===== src/pkg/gpio_bank_regs.svh =====
`ifndef GPIO_BANK_REGS_SVH
`define GPIO_BANK_REGS_SVH

// ----------------------------------------------------------------------
// Register offsets
// ----------------------------------------------------------------------
`define OFS_DIR0      12'h000
`define OFS_DIR1      12'h004
`define OFS_DIR2      12'h008
`define OFS_LAT0      12'h010
`define OFS_LAT1      12'h014
`define OFS_LAT2      12'h018
`define OFS_PIN0      12'h020
`define OFS_PIN1      12'h024
`define OFS_PIN2      12'h028
`define OFS_PULLUP    12'h030
`define OFS_PORTCTL   12'h034
`define OFS_MODE      12'h038
`define OFS_PERSEL0   12'h040
`define OFS_PERSEL1   12'h044
`define OFS_PERSEL2   12'h048

// ----------------------------------------------------------------------
// Field positions and reset values
// ----------------------------------------------------------------------
`define PORTCTL_RDLATCH_BIT 0
`define MODE_PROC_LSB       0
`define MODE_BUS8_BIT       2
`define MODE_MUXALL_BIT     3
`define RST_DIR             32'h0000_0000
`define RST_LAT             32'h0000_0000
`define RST_PULLUP          32'h0000_0000
`define RST_PORTCTL         32'h0000_0000
`define RST_MODE            32'h0000_0000

// ----------------------------------------------------------------------
// Pin map: 88 pins, port n at bits 8n..8n+7
// ----------------------------------------------------------------------
`define NUM_PINS            88
`define NUM_GROUPS          22
`define NMI_PIN_IDX         69
`define SECOND_PORT_LSB     8
`define BUSPORT_GROUP_MASK  22'h00_0DFF

`endif


===== src/pkg/gpio_bank_pkg.sv =====
package gpio_bank_pkg;

    // ------------------------------------------------------------------
    // Processor modes
    // ------------------------------------------------------------------
    typedef enum logic [1:0] {
        MODE_SINGLE_CHIP = 2'h0,
        MODE_MEM_EXPAND  = 2'h1,
        MODE_RESERVED    = 2'h2,
        MODE_MICRO       = 2'h3
    } proc_mode_t;

    // ------------------------------------------------------------------
    // Bus slave states
    // ------------------------------------------------------------------
    typedef enum logic [1:0] {
        ST_IDLE = 2'h0,
        ST_RESP = 2'h1,
        ST_DONE = 2'h3
    } bus_state_t;

endpackage : gpio_bank_pkg


===== src/gpio_pull_ctl.sv =====
`timescale 1ns/1ps
`include "gpio_bank_regs.svh"

module gpio_pull_ctl #(
    parameter int NPINS = `NUM_PINS,
    parameter int NGRP  = `NUM_GROUPS
) (
    // Clock and reset
    input  wire logic             aclk,
    input  wire logic             aresetn,
    // Settings
    input  wire logic [NGRP-1:0]  group_en,
    input  wire logic [NPINS-1:0] drive_en,
    input  wire logic             ext_bus_mode,
    // Pull-up enables
    output logic      [NPINS-1:0] pullup_on
);

    logic [NPINS-1:0] pullup_nxt;
    logic [NGRP-1:0]  grp_eff;

    // ------------------------------------------------------------------
    // Group gating
    // ------------------------------------------------------------------
    always_comb begin
        grp_eff = group_en;
        if (ext_bus_mode) begin
            grp_eff = group_en & ~NGRP'(`BUSPORT_GROUP_MASK);
        end
        for (int i = 0; i < NPINS; i++) begin
            pullup_nxt[i] = grp_eff[i/4] & ~drive_en[i];
        end
        pullup_nxt[`NMI_PIN_IDX] = 1'b0;
    end

    always_ff @(posedge aclk) begin
        if (!aresetn) begin
            pullup_on <= '0;
        end else begin
            pullup_on <= pullup_nxt;
        end
    end

endmodule : gpio_pull_ctl


===== src/gpio_pin_drv.sv =====
`timescale 1ns/1ps
`include "gpio_bank_regs.svh"

module gpio_pin_drv #(
    parameter int NPINS = `NUM_PINS
) (
    // Clock and reset
    input  wire logic             aclk,
    input  wire logic             aresetn,
    // Settings
    input  wire logic [NPINS-1:0] dir,
    input  wire logic [NPINS-1:0] latch,
    input  wire logic [NPINS-1:0] per_sel,
    input  wire logic [NPINS-1:0] per_out,
    // Pins
    output logic      [NPINS-1:0] pin_o,
    output logic      [NPINS-1:0] pin_oe
);

    logic [NPINS-1:0] o_nxt;
    logic [NPINS-1:0] oe_nxt;

    // ------------------------------------------------------------------
    // Driver selection
    // ------------------------------------------------------------------
    always_comb begin
        for (int i = 0; i < NPINS; i++) begin
            oe_nxt[i] = dir[i] | per_sel[i];
            o_nxt[i]  = per_sel[i] ? per_out[i] : latch[i];
        end
        oe_nxt[`NMI_PIN_IDX] = 1'b0;
        o_nxt[`NMI_PIN_IDX]  = 1'b0;
    end

    always_ff @(posedge aclk) begin
        if (!aresetn) begin
            pin_o  <= '0;
            pin_oe <= '0;
        end else begin
            pin_o  <= o_nxt;
            pin_oe <= oe_nxt;
        end
    end

endmodule : gpio_pin_drv


===== src/programmable_io_port_bank.sv =====
`timescale 1ns/1ps
`include "gpio_bank_regs.svh"

module programmable_io_port_bank #(
    parameter int NPINS = `NUM_PINS
) (
    // Clock and reset
    input  wire logic             aclk,
    input  wire logic             aresetn,
    // AXI4-Lite write address
    input  wire logic [11:0]      s_axi_awaddr,
    input  wire logic             s_axi_awvalid,
    output logic                  s_axi_awready,
    // AXI4-Lite write data
    input  wire logic [31:0]      s_axi_wdata,
    input  wire logic [3:0]       s_axi_wstrb,
    input  wire logic             s_axi_wvalid,
    output logic                  s_axi_wready,
    // AXI4-Lite write response
    output logic      [1:0]       s_axi_bresp,
    output logic                  s_axi_bvalid,
    input  wire logic             s_axi_bready,
    // AXI4-Lite read address
    input  wire logic [11:0]      s_axi_araddr,
    input  wire logic             s_axi_arvalid,
    output logic                  s_axi_arready,
    // AXI4-Lite read data
    output logic      [31:0]      s_axi_rdata,
    output logic      [1:0]       s_axi_rresp,
    output logic                  s_axi_rvalid,
    input  wire logic             s_axi_rready,
    // Peripheral overrides
    input  wire logic [NPINS-1:0] per_sel,
    input  wire logic [NPINS-1:0] per_out,
    // Pins
    input  wire logic [NPINS-1:0] pin_i,
    output logic      [NPINS-1:0] pin_o,
    output logic      [NPINS-1:0] pin_oe,
    output logic      [NPINS-1:0] pullup_on
);

    // ------------------------------------------------------------------
    // Register state
    // ------------------------------------------------------------------
    logic [95:0]  dir_r, dir_nxt;
    logic [95:0]  lat_r, lat_nxt;
    logic [21:0]  pull_r, pull_nxt;
    logic         rdlat_r, rdlat_nxt;
    logic [3:0]   mode_r, mode_nxt;
    logic [NPINS-1:0] pin_s_r;

    gpio_bank_pkg::bus_state_t wst_r, wst_nxt;
    gpio_bank_pkg::bus_state_t rst_r, rst_nxt;
    logic         aw_got_r, aw_got_nxt;
    logic         w_got_r, w_got_nxt;
    logic [11:0]  awa_r, awa_nxt;
    logic [31:0]  wd_r, wd_nxt;
    logic [3:0]   ws_r, ws_nxt;
    logic [1:0]   bresp_r, bresp_nxt;
    logic [31:0]  rdata_nxt;
    logic [1:0]   rresp_nxt;

    logic         ext_bus;
    logic         ctl_valid;
    logic [95:0]  pin_view;

    // ------------------------------------------------------------------
    // Helpers
    // ------------------------------------------------------------------
    function automatic logic [31:0] merge(input logic [31:0] old,
                                          input logic [31:0] nw,
                                          input logic [3:0]  strb);
        logic [31:0] res;
        res = old;
        for (int b = 0; b < 4; b++) begin
            if (strb[b]) begin
                res[b*8 +: 8] = nw[b*8 +: 8];
            end
        end
        return res;
    endfunction : merge

    function automatic logic [1:0] word_idx(input logic [11:0] a);
        return a[3:2];
    endfunction : word_idx

    // ------------------------------------------------------------------
    // Mode decode
    // ------------------------------------------------------------------
    always_comb begin
        ext_bus = (mode_r[1:0] == gpio_bank_pkg::MODE_MEM_EXPAND)
                | (mode_r[1:0] == gpio_bank_pkg::MODE_MICRO);
        ctl_valid = (ext_bus & mode_r[`MODE_BUS8_BIT])
                  | mode_r[`MODE_MUXALL_BIT];
    end

    // ------------------------------------------------------------------
    // Pin read path
    // ------------------------------------------------------------------
    always_ff @(posedge aclk) begin
        if (!aresetn) begin
            pin_s_r <= '0;
        end else begin
            pin_s_r <= pin_i;
        end
    end

    always_comb begin
        pin_view = '0;
        for (int i = 0; i < NPINS; i++) begin
            pin_view[i] = (dir_r[i] | per_sel[i]) ? lat_r[i] : pin_s_r[i];
        end
        pin_view[`NMI_PIN_IDX] = pin_s_r[`NMI_PIN_IDX];
        if (ctl_valid && rdlat_r) begin
            pin_view[`SECOND_PORT_LSB +: 8] =
                lat_r[`SECOND_PORT_LSB +: 8];
        end else begin
            for (int i = 0; i < 8; i++) begin
                pin_view[`SECOND_PORT_LSB + i] =
                    dir_r[`SECOND_PORT_LSB + i]
                    ? lat_r[`SECOND_PORT_LSB + i]
                    : pin_s_r[`SECOND_PORT_LSB + i];
            end
        end
    end

    // ------------------------------------------------------------------
    // Write channel
    // ------------------------------------------------------------------
    always_comb begin
        wst_nxt    = wst_r;
        aw_got_nxt = aw_got_r;
        w_got_nxt  = w_got_r;
        awa_nxt    = awa_r;
        wd_nxt     = wd_r;
        ws_nxt     = ws_r;
        bresp_nxt  = bresp_r;
        dir_nxt    = dir_r;
        lat_nxt    = lat_r;
        pull_nxt   = pull_r;
        rdlat_nxt  = rdlat_r;
        mode_nxt   = mode_r;
        case (wst_r)
            gpio_bank_pkg::ST_IDLE: begin
                if (s_axi_awvalid && !aw_got_r) begin
                    aw_got_nxt = 1'b1;
                    awa_nxt    = s_axi_awaddr;
                end
                if (s_axi_wvalid && !w_got_r) begin
                    w_got_nxt = 1'b1;
                    wd_nxt    = s_axi_wdata;
                    ws_nxt    = s_axi_wstrb;
                end
                if (aw_got_r && w_got_r) begin
                    bresp_nxt = 2'h0;
                    case (awa_r)
                        `OFS_DIR0, `OFS_DIR1, `OFS_DIR2: begin
                            dir_nxt[word_idx(awa_r)*32 +: 32] = merge(
                                dir_r[word_idx(awa_r)*32 +: 32],
                                wd_r, ws_r);
                        end
                        `OFS_LAT0, `OFS_LAT1, `OFS_LAT2: begin
                            lat_nxt[word_idx(awa_r)*32 +: 32] = merge(
                                lat_r[word_idx(awa_r)*32 +: 32],
                                wd_r, ws_r);
                        end
                        `OFS_PULLUP: begin
                            pull_nxt = 22'(merge(32'(pull_r), wd_r,
                                                 ws_r));
                        end
                        `OFS_PORTCTL: begin
                            if (ws_r[0]) begin
                                rdlat_nxt = wd_r[`PORTCTL_RDLATCH_BIT];
                            end
                        end
                        `OFS_MODE: begin
                            if (ws_r[0]) begin
                                mode_nxt = wd_r[3:0];
                            end
                        end
                        `OFS_PIN0, `OFS_PIN1, `OFS_PIN2: begin
                        end
                        default: begin
                            bresp_nxt = 2'h2;
                        end
                    endcase
                    dir_nxt[`NMI_PIN_IDX] = 1'b0;
                    dir_nxt[95:NPINS]     = '0;
                    lat_nxt[95:NPINS]     = '0;
                    aw_got_nxt = 1'b0;
                    w_got_nxt  = 1'b0;
                    wst_nxt    = gpio_bank_pkg::ST_RESP;
                end
            end
            gpio_bank_pkg::ST_RESP: begin
                if (s_axi_bready) begin
                    wst_nxt = gpio_bank_pkg::ST_IDLE;
                end
            end
            default: begin
                wst_nxt = gpio_bank_pkg::ST_IDLE;
            end
        endcase
    end

    always_ff @(posedge aclk) begin
        if (!aresetn) begin
            wst_r    <= gpio_bank_pkg::ST_IDLE;
            aw_got_r <= 1'b0;
            w_got_r  <= 1'b0;
            awa_r    <= 12'h000;
            wd_r     <= 32'h0000_0000;
            ws_r     <= 4'h0;
            bresp_r  <= 2'h0;
            dir_r    <= {3{`RST_DIR}};
            lat_r    <= {3{`RST_LAT}};
            pull_r   <= 22'(`RST_PULLUP);
            rdlat_r  <= 1'b0;
            mode_r   <= 4'(`RST_MODE);
            s_axi_awready <= 1'b1;
            s_axi_wready  <= 1'b1;
            s_axi_bvalid  <= 1'b0;
        end else begin
            wst_r    <= wst_nxt;
            aw_got_r <= aw_got_nxt;
            w_got_r  <= w_got_nxt;
            awa_r    <= awa_nxt;
            wd_r     <= wd_nxt;
            ws_r     <= ws_nxt;
            bresp_r  <= bresp_nxt;
            dir_r    <= dir_nxt;
            lat_r    <= lat_nxt;
            pull_r   <= pull_nxt;
            rdlat_r  <= rdlat_nxt;
            mode_r   <= mode_nxt;
            s_axi_awready <= (wst_nxt == gpio_bank_pkg::ST_IDLE) & ~aw_got_nxt;
            s_axi_wready  <= (wst_nxt == gpio_bank_pkg::ST_IDLE) & ~w_got_nxt;
            s_axi_bvalid  <= (wst_nxt == gpio_bank_pkg::ST_RESP);
        end
    end

    assign s_axi_bresp = bresp_r;

    // ------------------------------------------------------------------
    // Read channel
    // ------------------------------------------------------------------
    always_comb begin
        rst_nxt   = rst_r;
        rdata_nxt = s_axi_rdata;
        rresp_nxt = s_axi_rresp;
        case (rst_r)
            gpio_bank_pkg::ST_IDLE: begin
                if (s_axi_arvalid) begin
                    rresp_nxt = 2'h0;
                    rdata_nxt = 32'h0000_0000;
                    case (s_axi_araddr)
                        `OFS_DIR0, `OFS_DIR1, `OFS_DIR2:
                            rdata_nxt =
                                dir_r[word_idx(s_axi_araddr)*32 +: 32];
                        `OFS_LAT0, `OFS_LAT1, `OFS_LAT2:
                            rdata_nxt =
                                lat_r[word_idx(s_axi_araddr)*32 +: 32];
                        `OFS_PIN0, `OFS_PIN1, `OFS_PIN2:
                            rdata_nxt =
                                pin_view[word_idx(s_axi_araddr)*32 +: 32];
                        `OFS_PULLUP:  rdata_nxt = 32'(pull_r);
                        `OFS_PORTCTL: rdata_nxt = 32'(rdlat_r);
                        `OFS_MODE:    rdata_nxt = 32'(mode_r);
                        `OFS_PERSEL0, `OFS_PERSEL1, `OFS_PERSEL2:
                            rdata_nxt = 32'(96'(per_sel)
                                >> (word_idx(s_axi_araddr) * 32));
                        default:      rresp_nxt = 2'h2;
                    endcase
                    rst_nxt = gpio_bank_pkg::ST_RESP;
                end
            end
            gpio_bank_pkg::ST_RESP: begin
                if (s_axi_rready) begin
                    rst_nxt = gpio_bank_pkg::ST_IDLE;
                end
            end
            default: begin
                rst_nxt = gpio_bank_pkg::ST_IDLE;
            end
        endcase
    end

    always_ff @(posedge aclk) begin
        if (!aresetn) begin
            rst_r       <= gpio_bank_pkg::ST_IDLE;
            s_axi_rdata <= 32'h0000_0000;
            s_axi_rresp <= 2'h0;
            s_axi_arready <= 1'b1;
            s_axi_rvalid  <= 1'b0;
        end else begin
            rst_r       <= rst_nxt;
            s_axi_rdata <= rdata_nxt;
            s_axi_rresp <= rresp_nxt;
            s_axi_arready <= (rst_nxt == gpio_bank_pkg::ST_IDLE);
            s_axi_rvalid  <= (rst_nxt == gpio_bank_pkg::ST_RESP);
        end
    end

    // ------------------------------------------------------------------
    // Pin drivers and pull-ups
    // ------------------------------------------------------------------
    gpio_pin_drv #(.NPINS(NPINS)) u_drv (
        .aclk    (aclk),
        .aresetn (aresetn),
        .dir     (dir_r[NPINS-1:0]),
        .latch   (lat_r[NPINS-1:0]),
        .per_sel (per_sel),
        .per_out (per_out),
        .pin_o   (pin_o),
        .pin_oe  (pin_oe)
    );

    gpio_pull_ctl #(.NPINS(NPINS), .NGRP(`NUM_GROUPS)) u_pull (
        .aclk         (aclk),
        .aresetn      (aresetn),
        .group_en     (pull_r),
        .drive_en     (dir_r[NPINS-1:0] | per_sel),
        .ext_bus_mode (ext_bus),
        .pullup_on    (pullup_on)
    );
endmodule : programmable_io_port_bank


===== config.mk =====
export PLATFORM = sky130hd
export DESIGN_NAME = programmable_io_port_bank
export DESIGN_NICKNAME = d
export VERILOG_FILES = /design/src/pkg/gpio_bank_pkg.sv /design/src/gpio_pull_ctl.sv /design/src/gpio_pin_drv.sv /design/src/programmable_io_port_bank.sv
export VERILOG_INCLUDE_DIRS = /design/src /design/src/pkg
export SDC_FILE = /design/constraint.sdc
export NUM_CORES = 1
export LEC_CHECK = 0
export BUFFER_PORTS_ARGS = -buffer_cell sky130_fd_sc_hd__buf_4
export CAP_MARGIN = 15
export CORE_MARGIN = 10
export CORE_UTILIZATION = 39
export CTS_CLUSTER_DIAMETER = 50
export DETAILED_ROUTE_END_ITERATION = 8
export HOLD_SLACK_MARGIN = 0.1
export PLACE_DENSITY = 0.67
export SYNTH_ARGS = -nofsm -noshare
export SYNTH_HDL_FRONTEND = slang
export SYNTH_HIERARCHICAL = 1
export SYNTH_SLANG_ARGS = --single-unit

===== constraint.sdc =====
create_clock -name aclk -period 3.9 [get_ports aclk]
set_input_delay 0.195 -clock aclk [delete_from_list [all_inputs] [get_ports aclk]]
set_output_delay 0.195 -clock aclk [all_outputs]
set_load 0.005 [all_outputs]

==> results.json, run 1 <==
{
  "finalNetCount": 4395,
  "syn-cell-area_mm2": 0.0285,
  "setup_viol_count_final": 0,
  "io_pins": 636,
  "cp_slowest_cell": "nand3_4",
  "layout.cells.non_filler": 5101,
  "min_path_type": "in2reg",
  "slew_headroom_pct": 20.1,
  "core_region_area_mm2": 0.0727,
  "synth_edf_count": 0,
  "gp_routability_congestion": 0.940,
  "tightest_slew_ns": 1.20,
  "power_switching_mw": 4.30,
  "crit_type": "reg2reg",
  "fp.dieH_um": 290,
  "vdd_drop_max_mv": 0.313,
  "slew_viol_final": 0,
  "routed_wl_um": 134000,
  "drive_gt1_share_pct": 24.4,
  "via_count": 28900,
  "portBuffers": 629,
  "power_density_mw_per_mm2": 410,
  "grt_max_degree": 240,
  "syn2layout_area_growth_pct": 42.8,
  "synth_top_area_share_pct": 45.3,
  "yosys_warnings": 6,
  "timing.hold.ws_ns": 0.165,
  "dp.final_hpwl_um": 91400,
  "overflow": 0,
  "first_pass_iters": 8,
  "ys_seq_area_share_pct": 45.3,
  "period_needed_ns": 3.49,
  "place_area_mm2": 0.0342,
  "arrival_ns": 4.08,
  "max_stage_delay_ns": 0.86,
  "h-tree-depth": 3,
  "power.total_mw": 16.7,
  "max_freq_mhz": 286,
  "hold_viol": 0,
  "drv_cap": 0,
  "drt_iter0_drc": 3155,
  "start_kind": "flip-flop",
  "grt_util_all_layers_pct": 30.0,
  "synth_cell_type_count": 80,
  "async_reset_ff_share_pct": 0,
  "start_util_pct": 39.2,
  "grt_pass1_vias": 28400,
  "ys_ff_latch": 644,
  "die_w_um": 290,
  "yosys.area.top_type": "dfxtp_1",
  "path_max_fanout": 64,
  "rsz0062_at_grt": "false",
  "clkTransAtPathRegs_ns": 0.06,
  "cts_tree": "yes",
  "clock-skew-final_ns": 0.0244,
  "drcViolationCount": 0,
  "min_period_over_period_pct": 89.6,
  "intPower_mw": 12.4,
  "syn_inst": 3143,
  "status": "completed",
  "routedWlPerCell_um": 26.2,
  "fin_area_mm2": 0.0407,
  "grt_pass1_wl_um": 192000,
  "crit_path_end_kind": "flip-flop",
  "final_antenna_net_count": 0,
  "cts.sinks": 644,
  "numCtsBuffers": 86,
  "post_cts_buffers": 0,
  "synth_area_leaders": "dfxtp_1 45%, mux2i_1 6.6%, nor2b_1 6.4%, a21oi_1 3.8%, nor3_1 3.2%",
  "p_comb_share_pct": 10.8,
  "p_seq_share_pct": 41.1,
  "antenna_found_initial": 13,
  "switching_share_pct": 25.8,
  "row_count": 99,
  "synth.avg_cell_area_um2": 9.06,
  "dieArea_mm2": 0.0843,
  "setup_tns_ns": 0,
  "cp.required_ns": 4.49,
  "worst_skew_pair.late_latency_ns": 0.65,
  "clockBufferDepth": 3,
  "p_leak_nw": 16.9,
  "synth_ff_type": "dfxtp_1",
  "via_per_inst": 5.67,
  "path_cells": "nor4bb_1 > and3_1 > nand3_4 > nor3_1 > a21oi_1 > nor2b_1",
  "cts_resized": 0,
  "pwr-share-clk_pct": 48.1,
  "dp_cells": 4573,
  "root_buffer": "clkbuf_16"
}
-- per-layer routing --
layer | routed length [µm] | track usage [%] | vias up
met2 | 60100 | 47.5 | 1682
met3 | 13100 | 7.65 | 437
met5 | 51 | 0 | -
met1 | 53100 | 37.2 | 13800
li1 | - | - | 13000
met4 | 7360 | 15.5 | 8
-- cell families after synthesis --
group,count (synthesis),share of synthesized area [%]
xor+xnor,1,0.0307
buf+inv,312,4.86
mux,224,8.03
compound gates,787,18.3
other cells,3,0.0395
flops,644,45.3
fa+ha+maj,4,0.176
simple gates,1168,23.3
-- cell usage in the layout, fill, tap and decap left out, types with 87 or more instances in the layout --
cell	instances
dlygate4sd3_1	358
buf_4	694
dfxtp_1	641
and2_1	108
o21a_1	87
o21ai_0	140
nor2_1	138
a21oi_1	218
nor2b_1	288
mux2i_1	188
nand2_1	203
nor3_1	179
-- flip-flops by register name, indices dropped and copies added, names as in the netlist, 2 cells and up --
register and flops:
lat_r 88, pin_s_r 88, dir_r 87, u_drv/pin_o 87, u_drv/pin_oe 87, u_pull/pullup_on 87
s_axi_rdata 32, wd_r 32, pull_r 22, awa_r 12, mode_r 4, ws_r 4
rst_r 2, wst_r 2
-- path summary, 6_finish.rpt --
| path | start | endpoint | cells after the start | slack (ns) |
|---|---|---|---|---|
| worst min register to register | wd_r[23]$_SDFFE_PN0P_ | wd_r[23]$_SDFFE_PN0P_ | 2 | 0.46 |
| worst max-delay path | w_got_r$_SDFF_PN0_ | dir_r[19]$_SDFFE_PN0P_ | 6 | 0.41 |
| worst max register to register | w_got_r$_SDFF_PN0_ | dir_r[19]$_SDFFE_PN0P_ | 6 | 0.41 |
| worst min-delay path | s_axi_arvalid | rst_r[0]$_SDFF_PN0_ | 3 | 0.17 |
-- critical path, delay by kind of cell, from the launching register on --
| family | cells | cell delay (ns) |
|---|---|---|
| AO/OA/AOI/OAI | 1 | 0.09 |
| AND/OR/NAND/NOR | 5 | 2.85 |
| flip-flops | 1 | 0.44 |
-- cell type report --
type,instances,area (µm²)
fillers,6336,32000
multi-input cells,2191,14400
flip-flops and latches,644,12900
repair buffers,1060,8950
clock buffers,109,2350
well taps,959,1200
clock inverters,50,558
inverters,77,289
diodes,11,27.5
-- cell usage after synthesis (all sizes together) (31+ instances only) --
library cell,count
a22oi,36
mux2,36
and2,109
nand2b,33
nor3,184
o21ai,141
and4bb,44
and3b,43
o21a,87
nor2,141
or2,31
buf,67
clkbuf,168
nand2,203
inv,77
a31oi,32
a21o,33
a21oi,219
nor2b,291
mux2i,188
a21boi,59
dfxtp,644
nand3,41
-- power groups by stage --
stage / combinational (mW) / sequential, mW / clock, mW
after floorplan: 0.663 / 6.96 / 0
after detailed placement: 1.45 / 6.98 / 0
final: 1.80 / 6.84 / 8.02
after global routing: 1.90 / 6.85 / 8.34
after global placement: 1.44 / 6.98 / 0
after CTS: 1.76 / 6.84 / 8.08
-- what timing repair did --
action	4_1_cts	5_1_grt
endpoints found under the setup margin	0	0
hold buffers	358	0
hold endpoints to repair	429	0
-- metrics by stage --
step                utilization, %  setup WS [ns]
global placement              47.0          0.618
CTS                           55.9          0.517
floorplan                        -          0.895
finish                        55.9          0.407
global route                  55.9          0.239
detailed placement            47.0          0.555
Note: power is estimated with default switching activity, not from simulation.
==> inputs of run 2 (changes only) <==
Settings changed: PLACE_DENSITY 0.67 to 0.66.
==> results.json, run 2 (synthesized netlist as in run 1, its figures left out) <==
{
  "status": "completed",
  "cts_tree": "yes",
  "finalNetCount": 4449,
  "overflow": 0,
  "rsz0062_at_grt": "false",
  "routed_wl_um": 134000,
  "path_max_fanout": 24,
  "via_per_inst": 5.61,
  "layout_common_cells": "696 x buf_4, 641 x dfxtp_1, 409 x dlygate4sd3_1, 288 x nor2b_1, 218 x a21oi_1",
  "antenna_found_initial": 14,
  "min_path_cells": 4,
  "final_antenna_net_count": 0,
  "arrival_ns": 3.75,
  "slew_headroom_pct": 14.8,
  "hold-path-endpoint": "s_axi_rresp[1]$_SDFFE_PN0P_",
  "min_from": "s_axi_araddr[7]",
  "io_pins": 636,
  "start_kind": "flip-flop",
  "root_buffer": "clkbuf_16",
  "gp_routability_congestion": 0.932,
  "min_period_over_period_pct": 81.6,
  "reg2reg_slack_ns": 0.72,
  "start_util_pct": 39.2,
  "rr_endpoint": "dir_r[84]$_SDFFE_PN0P_",
  "reg2regPathDepth": 8,
  "grt_pass1_vias": 28600,
  "drive_gt1_share_pct": 23.9,
  "max_freq_mhz": 314,
  "grt_util_all_layers_pct": 30.1,
  "dieArea_mm2": 0.0843,
  "period_needed_ns": 3.18,
  "cp.required_ns": 4.46,
  "final_common_cell": "buf_4",
  "die_w_um": 290,
  "slew_viol_final": 0,
  "multi_input_area_mm2": 0.0144,
  "vdd_drop_max_mv": 0.332,
  "drt_iter0_drc": 3081,
  "r2r_start": "w_got_r$_SDFF_PN0_",
  "routedWlPerCell_um": 26.1,
  "clock-skew-final_ns": 0.0279,
  "grt_pass1_wl_um": 192000,
  "setup_tns_ns": 0,
  "fp.dieH_um": 290,
  "crit_type": "reg2reg",
  "core_region_area_mm2": 0.0727,
  "regArea_mm2": 0.0129,
  "portBuffers": 629,
  "numCtsBuffers": 84,
  "clockBufferDepth": 3,
  "worst_skew_pair.late_latency_ns": 0.64,
  "timing.hold.ws_ns": 0.193,
  "row_count": 99,
  "power_density_mw_per_mm2": 407,
  "hold_viol": 0,
  "setup_viol_count_final": 0,
  "syn2layout_area_growth_pct": 44.8,
  "p_leak_nw": 17.2,
  "drcViolationCount": 0,
  "drv_cap": 0,
  "power.total_mw": 16.8,
  "grt_max_degree": 246,
  "first_pass_iters": 6,
  "cts.sinks": 644,
  "clkTransAtPathRegs_ns": 0.06,
  "tightest_slew_ns": 1.28,
  "largestRegisters": "lat_r: 88 flops, pin_s_r: 88 flops",
  "num-fill-cells": 6255,
  "via_count": 28900,
  "min_path_type": "in2reg",
  "dp.final_hpwl_um": 91800,
  "crit_path_end_kind": "flip-flop",
  "h-tree-depth": 3
}
==> run 2: changes by cell type in the layout (fill, tap and decap cells not counted), sizes merged <==
cell,before,now
inv,95,86
clkinv,15,14
clkbuf,109,111
bufinv,5,11
buf,702,707
clkinvlp,12,7
dlygate4sd3,358,409
diode,11,12
==> run 2: repair_timing <==
action / in CTS / in global routing
setup buffers: 0 / 0
endpoints found under the hold margin: 438 / 0
resized for setup: 0 / 0
hold buffers: 409 / 0
==> run 2: how the worst max path moves through the flow <==
stage / start / to / slack, ns / cells after the start
3_5_place_dp: s_axi_araddr[4] / s_axi_rdata[16]$_SDFFE_PN0P_ / 0.74 / 9
3_3_place_gp: s_axi_araddr[4] / s_axi_rdata[16]$_SDFFE_PN0P_ / 0.73 / 9
4_1_cts: w_got_r$_SDFF_PN0_ / lat_r[74]$_SDFFE_PN0P_ / 0.85 / 7
2_1_floorplan: awa_r[3]$_SDFFE_PN0P_ / dir_r[0]$_SDFFE_PN0P_ / 0.90 / 12
5_1_grt: w_got_r$_SDFF_PN0_ / dir_r[84]$_SDFFE_PN0P_ / 0.56 / 8
6_report: w_got_r$_SDFF_PN0_ / dir_r[84]$_SDFFE_PN0P_ / 0.72 / 8
==> run 2: layout make-up <==
class	instances	share of cell area [%]
Tap cell	959	2.91
Sequential cell	644	31.3
Inverter	77	0.700
Timing Repair Buffer	1116	23.1
Clock buffer	111	5.61
Antenna cell	12	0.0728
Clock inverter	41	1.44
Multi-Input combinational cell	2191	34.9
==> run 2: worst max-delay path, cell delays in order, from the launching register on <==
cell      delay (ns)
dfxtp_1         0.43
nor4bb_1        0.36
and3_1          0.59
buf_4           0.26
nand3_2         0.62
buf_12          0.44
nor3_1          0.21
a21oi_1         0.07
nor2b_1         0.11
==> run 2: where the power goes <==
group	total [mW]	switching, mW	internal (mW)
combinational	1.83	0.890	0.937
clock	8.12	3.17	4.95
sequential	6.85	0.0961	6.75
total	16.8	4.15	12.6
==> run 2: routing by layer <==
layer,global-route usage (%),up-vias,share of wire [%]
met5,0,-,0.021
met4,15.6,4,5.3
met3,7.12,373,9.7
met2,48.0,1645,45
met1,37.2,13800,40
li1,-,13100,-
==> run 2: stage by stage <==
step                instance area, µm²  cells  worst slack, ns  utilization, %
floorplan                        28500   3147            0.895               -
global placement                 34200   4577            0.734            47.1
detailed placement               34200   4577            0.740            47.1
CTS                              41200   5138            0.846            56.7
global route                     41300   5148            0.562            56.7
finish                           41300   5151            0.718            56.8
